--- config.mk ---
export PLATFORM = sky130hd
export DESIGN_NAME = dbs_sram_port
export DESIGN_NICKNAME = d
export VERILOG_FILES = /design/src/core/dbs_fifo.v /design/src/core/dbs_sram_port.v
export VERILOG_INCLUDE_DIRS = /design/src /design/src/core
export SDC_FILE = /design/constraint.sdc
export NUM_CORES = 2
export LEC_CHECK = 0
export ABC_CLOCK_PERIOD_IN_PS = 5600
export BUFFER_PORTS_ARGS = -buffer_cell sky130_fd_sc_hd__buf_2
export CELL_PAD_IN_SITES_DETAIL_PLACEMENT = 1
export CELL_PAD_IN_SITES_GLOBAL_PLACEMENT = 1
export CORE_MARGIN = 2
export CORE_UTILIZATION = 45
export DETAILED_ROUTE_END_ITERATION = 10
export HOLD_SLACK_MARGIN = 0.06
export PLACE_DENSITY = 0.64
export SYNTH_ARGS = -nofsm -noshare
export SYNTH_HDL_FRONTEND = slang
export SYNTH_SLANG_ARGS = --single-unit
export TNS_END_PERCENT = 100
--- constraint.sdc ---
create_clock -name CORE_CLK -period 5.6 [get_ports CORE_CLK]
set_clock_uncertainty 0.1 [all_clocks]
set_input_delay 0.28 -clock CORE_CLK [delete_from_list [all_inputs] [get_ports CORE_CLK]]
set_output_delay 0.28 -clock CORE_CLK [all_outputs]
set_load 0.03 [all_outputs]
--- src/core/dbs_consts.vh ---
`ifndef DBS_CONSTS_VH
`define DBS_CONSTS_VH

// bits per byte lane on the shared data bus
`define DBS_LANE_W 9
// lanes in the wide and narrow configurations
`define DBS_LANES_WIDE 4
`define DBS_LANES_NARROW 2
// beats per burst, and bits that index a beat
`define DBS_BURST 4
`define DBS_BEAT_W 2
// link edges counted from the command edge (edge 0), half a K cycle each
`define DBS_RD_FIRST_EDGE 5
`define DBS_WR_FIRST_EDGE 2
`define DBS_RD_STAGES 9
`define DBS_WR_STAGES 6
// write buffer
`define DBS_FIFO_DEPTH 8
`define DBS_FIFO_AW 3
// small array by default; each address names one burst of four words
`define DBS_ADDR_W 4

`endif

--- src/core/dbs_fifo.v ---
`timescale 1ns/1ps
`include "dbs_consts.vh"
module dbs_fifo #(
   parameter WIDTH = 8,
   parameter DEPTH = `DBS_FIFO_DEPTH,
   parameter AW = `DBS_FIFO_AW
) (
   input wire clk,
   input wire rst,
   input wire in_valid,
   output wire in_ready,
   input wire [WIDTH-1:0] in_data,
   output wire out_valid,
   input wire out_ready,
   output wire [WIDTH-1:0] out_data
);
   reg [WIDTH-1:0] mem_r [0:DEPTH-1];
   reg [AW-1:0] wr_ptr_r;
   reg [AW-1:0] rd_ptr_r;
   reg [AW:0] count_r;
   wire push;
   wire pop;

   assign in_ready = (count_r != DEPTH[AW:0]);
   assign out_valid = (count_r != {(AW+1){1'b0}});
   assign out_data = mem_r[rd_ptr_r];
   assign push = in_valid & in_ready;
   assign pop = out_valid & out_ready;

   function [AW-1:0] ptr_inc;
      input [AW-1:0] p;
      begin
         if (p == DEPTH[AW-1:0] - {{(AW-1){1'b0}}, 1'b1})
            ptr_inc = {AW{1'b0}};
         else
            ptr_inc = p + {{(AW-1){1'b0}}, 1'b1};
      end
   endfunction

   always @(posedge clk) begin
      if (rst) begin
         wr_ptr_r <= {AW{1'b0}};
         rd_ptr_r <= {AW{1'b0}};
         count_r <= {(AW+1){1'b0}};
      end else begin
         if (push) begin
            mem_r[wr_ptr_r] <= in_data;
            wr_ptr_r <= ptr_inc(wr_ptr_r);
         end
         if (pop)
            rd_ptr_r <= ptr_inc(rd_ptr_r);
         if (push & ~pop)
            count_r <= count_r + {{AW{1'b0}}, 1'b1};
         else if (pop & ~push)
            count_r <= count_r - {{AW{1'b0}}, 1'b1};
      end
   end
endmodule // dbs_fifo

--- src/core/dbs_sram_port.v ---
// Function
// An operation begins only on a rising edge of the true input clock, where address and controls are sampled.
// Every read and write moves exactly four beats at double data rate, with no other burst length.
// The first read beat leaves two and a half clock cycles after the accepting command edge.
// Write beats one and three are captured on true-clock rises, beats two and four on complement-clock rises.
// Read beats one and three launch on complement-clock rises, beats two and four on true-clock rises.
// Byte-lane enables are sampled with every write beat on both clock phases and may change each beat.
// The controller presents write beat one a cycle after the command and the next on the following complement rise.
// Each write completes in the array within two input clock cycles.
// The first read beat updates on the third complement rise and the second on the fourth true rise.
// A pair of complementary echo clocks toggles in step with the read data.
// A valid flag marks each beat in which read data is on the shared bus.
// Reads and writes share one bus, and the device drives it only during read bursts.
// The controller spaces commands at least two clock cycles apart.
// A low load select on a true rise starts an operation, read when read/write select is high, write when low.
// Each active-low byte-lane enable governs one nine-bit lane, four lanes wide or two narrow.
`timescale 1ns/1ps
`include "dbs_consts.vh"
module dbs_sram_port #(
   parameter LANES = `DBS_LANES_WIDE,
   parameter ADDR_W = `DBS_ADDR_W
) (
   input wire CORE_CLK,
   input wire RESET,
   input wire K,
   input wire K_N,
   input wire LOAD_SELECT_N,
   input wire READ_WRITE_SEL,
   input wire [ADDR_W-1:0] ADDR,
   input wire [LANES-1:0] BYTE_LANE_ENABLE_N,
   input wire [LANES*`DBS_LANE_W-1:0] DQ_IN,
   output wire [LANES*`DBS_LANE_W-1:0] DQ_OUT,
   output wire DQ_OE_N,
   output wire ECHO_CLOCK_TRUE,
   output wire ECHO_CLOCK_COMP,
   output wire READ_VALID_FLAG,
   output wire WR_BUF_READY
);
   localparam DW = LANES * `DBS_LANE_W;
   localparam MW = ADDR_W + `DBS_BEAT_W;
   localparam SW = 4 + ADDR_W + LANES + DW;
   localparam FW = MW + LANES + DW;

   // every pin passes two flops together so that data stays aligned with its clock
   reg [SW-1:0] s1_r;
   reg [SW-1:0] s2_r;
   reg k_d_r;
   reg kn_d_r;
   wire k_s;
   wire kn_s;
   wire ld_n_s;
   wire rw_s;
   wire [ADDR_W-1:0] addr_s;
   wire [LANES-1:0] be_n_s;
   wire [DW-1:0] dq_s;

   always @(posedge CORE_CLK) begin
      if (RESET) begin
         s1_r <= {SW{1'b0}};
         s2_r <= {SW{1'b0}};
         k_d_r <= 1'h0;
         kn_d_r <= 1'h0;
      end else begin
         s1_r <= {K, K_N, LOAD_SELECT_N, READ_WRITE_SEL, ADDR, BYTE_LANE_ENABLE_N, DQ_IN};
         s2_r <= s1_r;
         k_d_r <= k_s;
         kn_d_r <= kn_s;
      end
   end

   assign {k_s, kn_s, ld_n_s, rw_s, addr_s, be_n_s, dq_s} = s2_r;

   wire k_rise = k_s & ~k_d_r;
   wire kn_rise = kn_s & ~kn_d_r;
   wire link_edge = k_rise | kn_rise;
   wire cmd_go = k_rise & ~ld_n_s;
   wire cmd_rd = cmd_go & rw_s;
   wire cmd_wr = cmd_go & ~rw_s;

   // one stage per link edge; stage 0 is the command edge itself
   reg [`DBS_RD_STAGES-1:0] rd_pipe_r;
   reg [ADDR_W-1:0] rd_addr_r [0:`DBS_RD_STAGES-1];
   reg [`DBS_WR_STAGES-1:0] wr_pipe_r;
   reg [ADDR_W-1:0] wr_addr_r [0:`DBS_WR_STAGES-1];
   integer i;

   always @(posedge CORE_CLK) begin
      if (RESET) begin
         rd_pipe_r <= {`DBS_RD_STAGES{1'b0}};
         wr_pipe_r <= {`DBS_WR_STAGES{1'b0}};
         for (i = 0; i < `DBS_RD_STAGES; i = i + 1)
            rd_addr_r[i] <= {ADDR_W{1'b0}};
         for (i = 0; i < `DBS_WR_STAGES; i = i + 1)
            wr_addr_r[i] <= {ADDR_W{1'b0}};
      end else if (link_edge) begin
         // commands closer than two cycles would overlap bursts on the bus
         rd_pipe_r <= {rd_pipe_r[`DBS_RD_STAGES-2:0], cmd_rd};
         wr_pipe_r <= {wr_pipe_r[`DBS_WR_STAGES-2:0], cmd_wr};
         rd_addr_r[0] <= addr_s;
         wr_addr_r[0] <= addr_s;
         for (i = 1; i < `DBS_RD_STAGES; i = i + 1)
            rd_addr_r[i] <= rd_addr_r[i-1];
         for (i = 1; i < `DBS_WR_STAGES; i = i + 1)
            wr_addr_r[i] <= wr_addr_r[i-1];
      end
   end

   // array: one word per beat, an address picks a burst of four
   reg [DW-1:0] mem_r [0:(1<<MW)-1];

   // read launch: the entry about to enter stages 5..8 picks beat 0..3
   reg rd_hit;
   reg [MW-1:0] rd_index;
   integer b;
   always @* begin
      rd_hit = 1'b0;
      rd_index = {MW{1'b0}};
      for (b = 0; b < `DBS_BURST; b = b + 1) begin
         if (rd_pipe_r[`DBS_RD_FIRST_EDGE-1+b]) begin
            rd_hit = 1'b1;
            rd_index = {rd_addr_r[`DBS_RD_FIRST_EDGE-1+b], b[`DBS_BEAT_W-1:0]};
         end
      end
   end

   // write capture: the entry about to enter stages 2..5 takes beat 0..3
   reg wr_hit;
   reg [MW-1:0] wr_index;
   integer c;
   always @* begin
      wr_hit = 1'b0;
      wr_index = {MW{1'b0}};
      for (c = 0; c < `DBS_BURST; c = c + 1) begin
         if (wr_pipe_r[`DBS_WR_FIRST_EDGE-1+c]) begin
            wr_hit = 1'b1;
            wr_index = {wr_addr_r[`DBS_WR_FIRST_EDGE-1+c], c[`DBS_BEAT_W-1:0]};
         end
      end
   end

   // even write beats fall on true rises, even read beats on complement rises, by edge count
   reg [DW-1:0] dq_out_r;
   reg oe_n_r;
   reg valid_r;
   reg echo_t_r;
   reg echo_c_r;

   always @(posedge CORE_CLK) begin
      if (RESET) begin
         dq_out_r <= {DW{1'b0}};
         oe_n_r <= 1'h1;
         valid_r <= 1'h0;
         echo_t_r <= 1'h0;
         echo_c_r <= 1'h0;
      end else begin
         echo_t_r <= k_s;
         echo_c_r <= kn_s;
         if (link_edge) begin
            if (rd_hit) begin
               dq_out_r <= mem_r[rd_index];
               oe_n_r <= 1'h0;
               valid_r <= 1'h1;
            end else begin
               oe_n_r <= 1'h1;
               valid_r <= 1'h0;
            end
         end
      end
   end

   assign DQ_OUT = dq_out_r;
   assign DQ_OE_N = oe_n_r;
   assign READ_VALID_FLAG = valid_r;
   assign ECHO_CLOCK_TRUE = echo_t_r;
   assign ECHO_CLOCK_COMP = echo_c_r;

   // late-write buffer; a beat offered while it is full is lost, so WR_BUF_READY is a pin
   wire buf_in_valid = link_edge & wr_hit;
   wire buf_in_ready;
   wire buf_out_valid;
   wire [FW-1:0] buf_out_data;
   // drain stalls on link edges so the array never updates while a beat is sampled
   wire buf_out_ready = ~link_edge;

   dbs_fifo #(
      .WIDTH(FW),
      .DEPTH(`DBS_FIFO_DEPTH),
      .AW(`DBS_FIFO_AW)
   ) u_wbuf (
      .clk(CORE_CLK),
      .rst(RESET),
      .in_valid(buf_in_valid),
      .in_ready(buf_in_ready),
      .in_data({wr_index, be_n_s, dq_s}),
      .out_valid(buf_out_valid),
      .out_ready(buf_out_ready),
      .out_data(buf_out_data)
   );

   assign WR_BUF_READY = buf_in_ready;

   function [DW-1:0] lane_merge;
      input [DW-1:0] old_w;
      input [DW-1:0] new_w;
      input [LANES-1:0] en_n;
      integer l;
      begin
         lane_merge = old_w;
         for (l = 0; l < LANES; l = l + 1)
            if (!en_n[l])
               lane_merge[l*`DBS_LANE_W +: `DBS_LANE_W] = new_w[l*`DBS_LANE_W +: `DBS_LANE_W];
      end
   endfunction

   wire [MW-1:0] drain_index = buf_out_data[FW-1 -: MW];
   wire [LANES-1:0] drain_be_n = buf_out_data[DW +: LANES];
   wire [DW-1:0] drain_data = buf_out_data[DW-1:0];

   // one word per core cycle, far inside two link cycles
   always @(posedge CORE_CLK) begin
      if (buf_out_valid & buf_out_ready)
         mem_r[drain_index] <= lane_merge(mem_r[drain_index], drain_data, drain_be_n);
   end
endmodule // dbs_sram_port

* Word-level counts from Yosys, hierarchy flattened *
Memories as Yosys holds them, arrays and structs flattened. A register that Yosys moved wholly into a read port is not among the register bits.
Cells that the tools add are included.

storage, ports and cells
  memory bits (read-only) = 0
  RAM bits = 2732
  latch bits = 0
  bits in registers = 123
  input port bits = 50
  memories = 4
  logic and storage cells = 123

operators by class
  reduce and logical (&&, ||, !) cells = 7
  div/mod/pow operators = 0
  $mul = 0
  shift-type cells = 0
  equality and inequality tests = 7
  multiplexer cells = 57
  magnitude comparators = 0
  add/sub/neg operators = 4
  bitwise operators = 33

memories
  name          words  bits a word  read ports  clocked after memory_dff  write ports  line                 text
  mem_r         64     36           1           1                         1            dbs_sram_port.v:109  reg [DW-1:0] mem_r [0:(1<<MW)-1];
  u_wbuf.mem_r  8      46           1           1                         1            dbs_fifo.v:17        reg [WIDTH-1:0] mem_r [0:DEPTH-1];
  rd_addr_r     9      4            8           0                         9            dbs_sram_port.v:82   reg [ADDR_W-1:0] rd_addr_r [0:`DBS_RD_STAGES-1];
  wr_addr_r     6      4            5           0                         6            dbs_sram_port.v:84   reg [ADDR_W-1:0] wr_addr_r [0:`DBS_WR_STAGES-1];

operators by type and width
  operator                                          count
  2-to-1 mux 9 bit                                  8
  2-to-1 mux 4 bit                                  17
  2-to-1 mux 6 bit                                  8
  2-to-1 mux 1 bit                                  20
  OR 1 bit                                          16
  2-to-1 mux 3 bit                                  4
  AND 1 bit                                         10
  AND reduction 2 bit                               5
  != test 2 bit, second input constant              4
  NOT 1 bit                                         7
  adder 3 x 1 -> 3 bit, second input constant       2
  equality test 3 bit, second input constant        2
  adder 4 x 1 -> 4 bit, second input constant       1
  != test 4 bit, second input constant              1
  nonzero test 4 bit                                1
  subtractor 4 x 1 -> 4 bit, second input constant  1
  nonzero test 2 bit                                1

* Depth between registers and ports, before layout *
  depth after elaboration = 10
  mapped depth = 12
  gate-level depth less buffers = 12

* By module *
From an unflattened synthesis, not the netlist that was laid out.

second synthesis, totals
  cell total of the unflattened synthesis = 6479
  area, all modules = 111420.6 um^2

modules (own cells, without submodules)
  module         seq. area each (um^2)  cells each  area an instance (um^2)  instances
  dbs_sram_port  73130.1                5871        96700.2                  1
  dbs_fifo       11310.8                608         14720.4                  1

* Worst setup path after synthesis *
Ideal clock, no wire load.

  kind = register -> register
  start = reg u_wbuf.count_r[0]
  end = mem u_wbuf.mem_r[1][0] in the netlist's numbering (enable)
  path buffers = 0
  path slack = 477 ps
  data arrival time = 4517 ps
  period minus slack after synthesis = 5123 ps
  cell stages (with the launch flop) = 7
  library setup time = 506 ps
  data required time = 4994 ps
  cell sequence = dfxtp_1 -> nor3_1 -> nand2_1 -> o31ai_1 -> nor2_1 -> nand3_1 -> nor3_1

on the way
  cells in the longest elaborated chain, start to end = 5

RTL lines
  what                                    line                text
  start: declaration                      dbs_fifo.v:20       reg [AW:0] count_r;
  start signal: assignment                dbs_fifo.v:44       count_r <= {(AW+1){1'b0}};
  start signal: assignment                dbs_fifo.v:53       count_r <= count_r + {{AW{1'b0}}, 1'b1};
  start signal: assignment                dbs_fifo.v:55       count_r <= count_r - {{AW{1'b0}}, 1'b1};
  != test 4 bit                           dbs_fifo.v:24       assign in_ready = (count_r != DEPTH[AW:0]);
  net WR_BUF_READY                        dbs_sram_port.v:37  output wire WR_BUF_READY
  AND 1 bit                               dbs_fifo.v:27       assign push = in_valid & in_ready;
  net u_wbuf.push                         dbs_fifo.v:21       wire push;
  2-to-1 mux 1 bit                        dbs_fifo.v:46       if (push) begin
  2-to-1 mux 1 bit                        dbs_fifo.v:41       if (rst) begin
  2-to-1 mux 1 bit (implied by the code)  dbs_fifo.v:47       mem_r[wr_ptr_r] <= in_data;
  end: declaration                        dbs_fifo.v:17

The timed path passes the listed nets, and every way through them passes these cells.

==> results.json <==
{
  "synth_cell_type_count": 60,
  "p_per_area_nw_per_um2": 418.3,
  "wl_per_cell_um": 30.31,
  "finalMaxSlewViolations": 0,
  "die-area_um2": 249100,
  "ys_seq_area_share_pct": 76.54,
  "p_comb_share_pct": 11.7,
  "crit_type": "flop to flop",
  "io_pins": 91,
  "crit_buf_inv": 2,
  "crit_fanout": 23,
  "max-slew-margin-rel_pct": 14.93,
  "cts_resized": 0,
  "placed_area_um2": 114800,
  "finalSetupViolations": 0,
  "tritoncts": "yes",
  "synth_area_leaders": "edfxtp_1, mux4_2, mux2i_1",
  "hold_class": "primary input to flop",
  "overflow": 0,
  "layout-drive-gt1-share_pct": 16.85,
  "post-cts-setup-buffer-count": 0,
  "endpoint_kind": "flop",
  "start_util_pct": 45.32,
  "yosysWarnings": 0,
  "ctsRootBufferMaster": "clkbuf_16",
  "place_inst": 9370,
  "die_w_um": 499.1,
  "syn2layout_area_growth_pct": 14.19,
  "grt_pass1_wl_mm": 444.0,
  "die_y_um": 499.1,
  "wl_mm": 304.8,
  "clock_sinks": 2866,
  "peakVddDrop_v": 0.0003351,
  "yosysTopAreaCell": "edfxtp_1",
  "post_synth.cell_area_avg_um2": 17.48,
  "final_common_cell": "edfxtp_1",
  "synth-seq-cells": 2866,
  "grt_max_degree": 225,
  "vias_per_cell": 5.886,
  "grt_pass1_vias": 61968,
  "clock_latency_ps": 950,
  "min_period_ps": 4623,
  "hold_viol": 0,
  "rsz0062_at_grt": "false",
  "hold_slack_ps": 237.0,
  "p_sw_mw": 13.41,
  "status": "finished clean",
  "gp_congestion": 0.8266,
  "portBuffers": 90,
  "met3_length_mm": 19.02,
  "netlist_instances": 6312,
  "leakage_nw": 38.43,
  "cp-start-kind": "flop",
  "cp_top_family": "simple AND/OR/NAND/NOR gates",
  "synth_edf_count": 2704,
  "final_antenna_net_count": 0,
  "met1_length_mm": 130.6,
  "syn_nets": 6370,
  "p_seq_share_pct": 50.4,
  "critPathSlowestCell": "nor2_1",
  "ctsLongestPathBuffers": 4,
  "clk_pin_slew_ps": 60,
  "synthArstFlopShare_pct": 0,
  "synth_top_area_share_pct": 73.60,
  "mappedNetlistArea_um2": 110300,
  "post-dp-hpwl_mm": 184.8,
  "synth_top_flop_cell": "edfxtp_1",
  "internal-power_mw": 39.28,
  "met2_length_mm": 147.2,
  "route.detailed.drc": 0,
  "ctsHtreeMaxLevel": 5,
  "instances_no_fill": 10056,
  "max_stage_delay_ps": 910,
  "worst_slew_pin_slew_ps": 1276,
  "cap_violations": 0,
  "cp.required_ps": 6050,
  "coreArea_um2": 243500,
  "drt_first_iter_violations": 6097,
  "clockPowerShare_pct": 37.9,
  "final_cell_mix": "edfxtp_1, nand2_1, o21ai_0",
  "arrival_ps": 5080,
  "drtPass1Iterations": 5,
  "period_share_pct": 82.55,
  "top_layer": "met4",
  "grt_antenna_before_repair": 11,
  "rows": 181,
  "swShare_pct": 25.45,
  "tns_ps": 0,
  "final_net_count": 6686,
  "fmax_mhz": 216.3,
  "numCtsBuffers": 317,
  "dr_total_vias": 59186,
  "grt_usage_pct": 24.43,
  "crit_chain": "buf_4 > mux4_2 > mux2i_1 > nand2_1 > inv_1 > nand3_1 > nor2_1",
  "design_area_um2": 126000,
  "n_fill_cell": 22065
}
==> registers in the layout (all words and copies together) (netlist names), 3 cells and up, named ones only <==
name,flops
rd_pipe_r,8
u_wbuf.wr_ptr_r,3
s2_r,48
wr_pipe_r,5
u_wbuf.mem_r,368
u_wbuf.rd_ptr_r,3
mem_r,2304
rd_addr_r,32
u_wbuf.count_r,4
DQ_OUT,36
s1_r,48
==> power groups by stage <==
stage          combinational, mW  sequential, mW  clock [mW]
6_report                    6.16            26.5        20.0
5_1_grt                     6.53            26.6        21.1
4_1_cts                     6.30            26.6        20.3
3_5_place_dp                6.22            27.0           0
3_3_place_gp                6.03            27.0           0
2_1_floorplan               2.85            26.8           0
==> kinds of logic after synthesis <==
group | synth area share, %
multiplexers | 11.66
adder cells (fa/ha/maj) | 0.09753
AO/OA/AOI/OAI | 4.899
buffers and inverters | 1.596
AND/OR/NAND/NOR | 5.182
flip-flops | 76.54
XOR/XNOR | 0.02382
==> worst paths after layout <==
| check | start | endpoint | slack (ps) | cells past startpoint |
|---|---|---|---|---|
| worst min register to register | s1_r[33] | s2_r[33] | 340 | 1 |
| worst min-delay path | RESET | s2_r[6] | 240 | 3 |
| worst max register to register | flop | mem_r[7][3] | 980 | 7 |
| worst max-delay path | flop | mem_r[7][3] | 980 | 7 |
==> cells in the mapped netlist (77+ instances only) <==
| cell | count |
|---|---|
| dfxtp_1 | 162 |
| a21oi_1 | 77 |
| edfxtp_1 | 2704 |
| nor2_1 | 428 |
| nand2_1 | 527 |
| buf_2 | 84 |
| mux4_2 | 349 |
| o21ai_0 | 466 |
| nor2b_1 | 104 |
| mux2i_1 | 426 |
| o22ai_1 | 81 |
| clkbuf_1 | 281 |
| o221ai_1 | 129 |
==> worst register-to-register path: cells and delay by family, from the launching register on <==
family                 cells  cell delay, ps
flip-flops                 1             640
AND/OR/NAND/NOR            3            1870
multiplexers               2             890
buffers and inverters      2             740
==> metrics by stage <==
stage               setup WS (ps)  power (mW)  util [%]
floorplan                   477.0       29.69         -
global placement             1035       33.00     47.14
detailed placement          947.1       33.22     47.14
CTS                         925.1       53.14     51.74
global route                673.0       54.20     51.75
finish                      977.4       52.69     51.75
==> area by class of cell <==
| class | instances | area [µm²] | share of cell area [%] |
|---|---|---|---|
| multi-input combinational | 3026 | 24290 | 19.28 |
| sequential | 2866 | 84460 | 67.04 |
| tap | 3202 | 4006 | 3.180 |
| clock inverter | 136 | 1285 | 1.020 |
| clock buffer | 405 | 8501 | 6.748 |
| inverter | 13 | 56.30 | 0.04469 |
| antenna | 4 | 10.01 | 0.007945 |
| timing repair buffer | 404 | 3376 | 2.680 |
==> layer usage <==
metal / up-vias / track usage (%)
li1: 25536 / -
met1: 31310 / 34.38
met2: 1904 / 39.41
met3: 436 / 4.176
met4: 0 / 6.828
met5: - / 0
==> what timing repair did <==
item	in CTS	in global routing
hold buffers	141	0
hold endpoints to repair	102	0
endpoints found under the setup margin	0	0
Note: power is estimated with default switching activity, not from simulation.
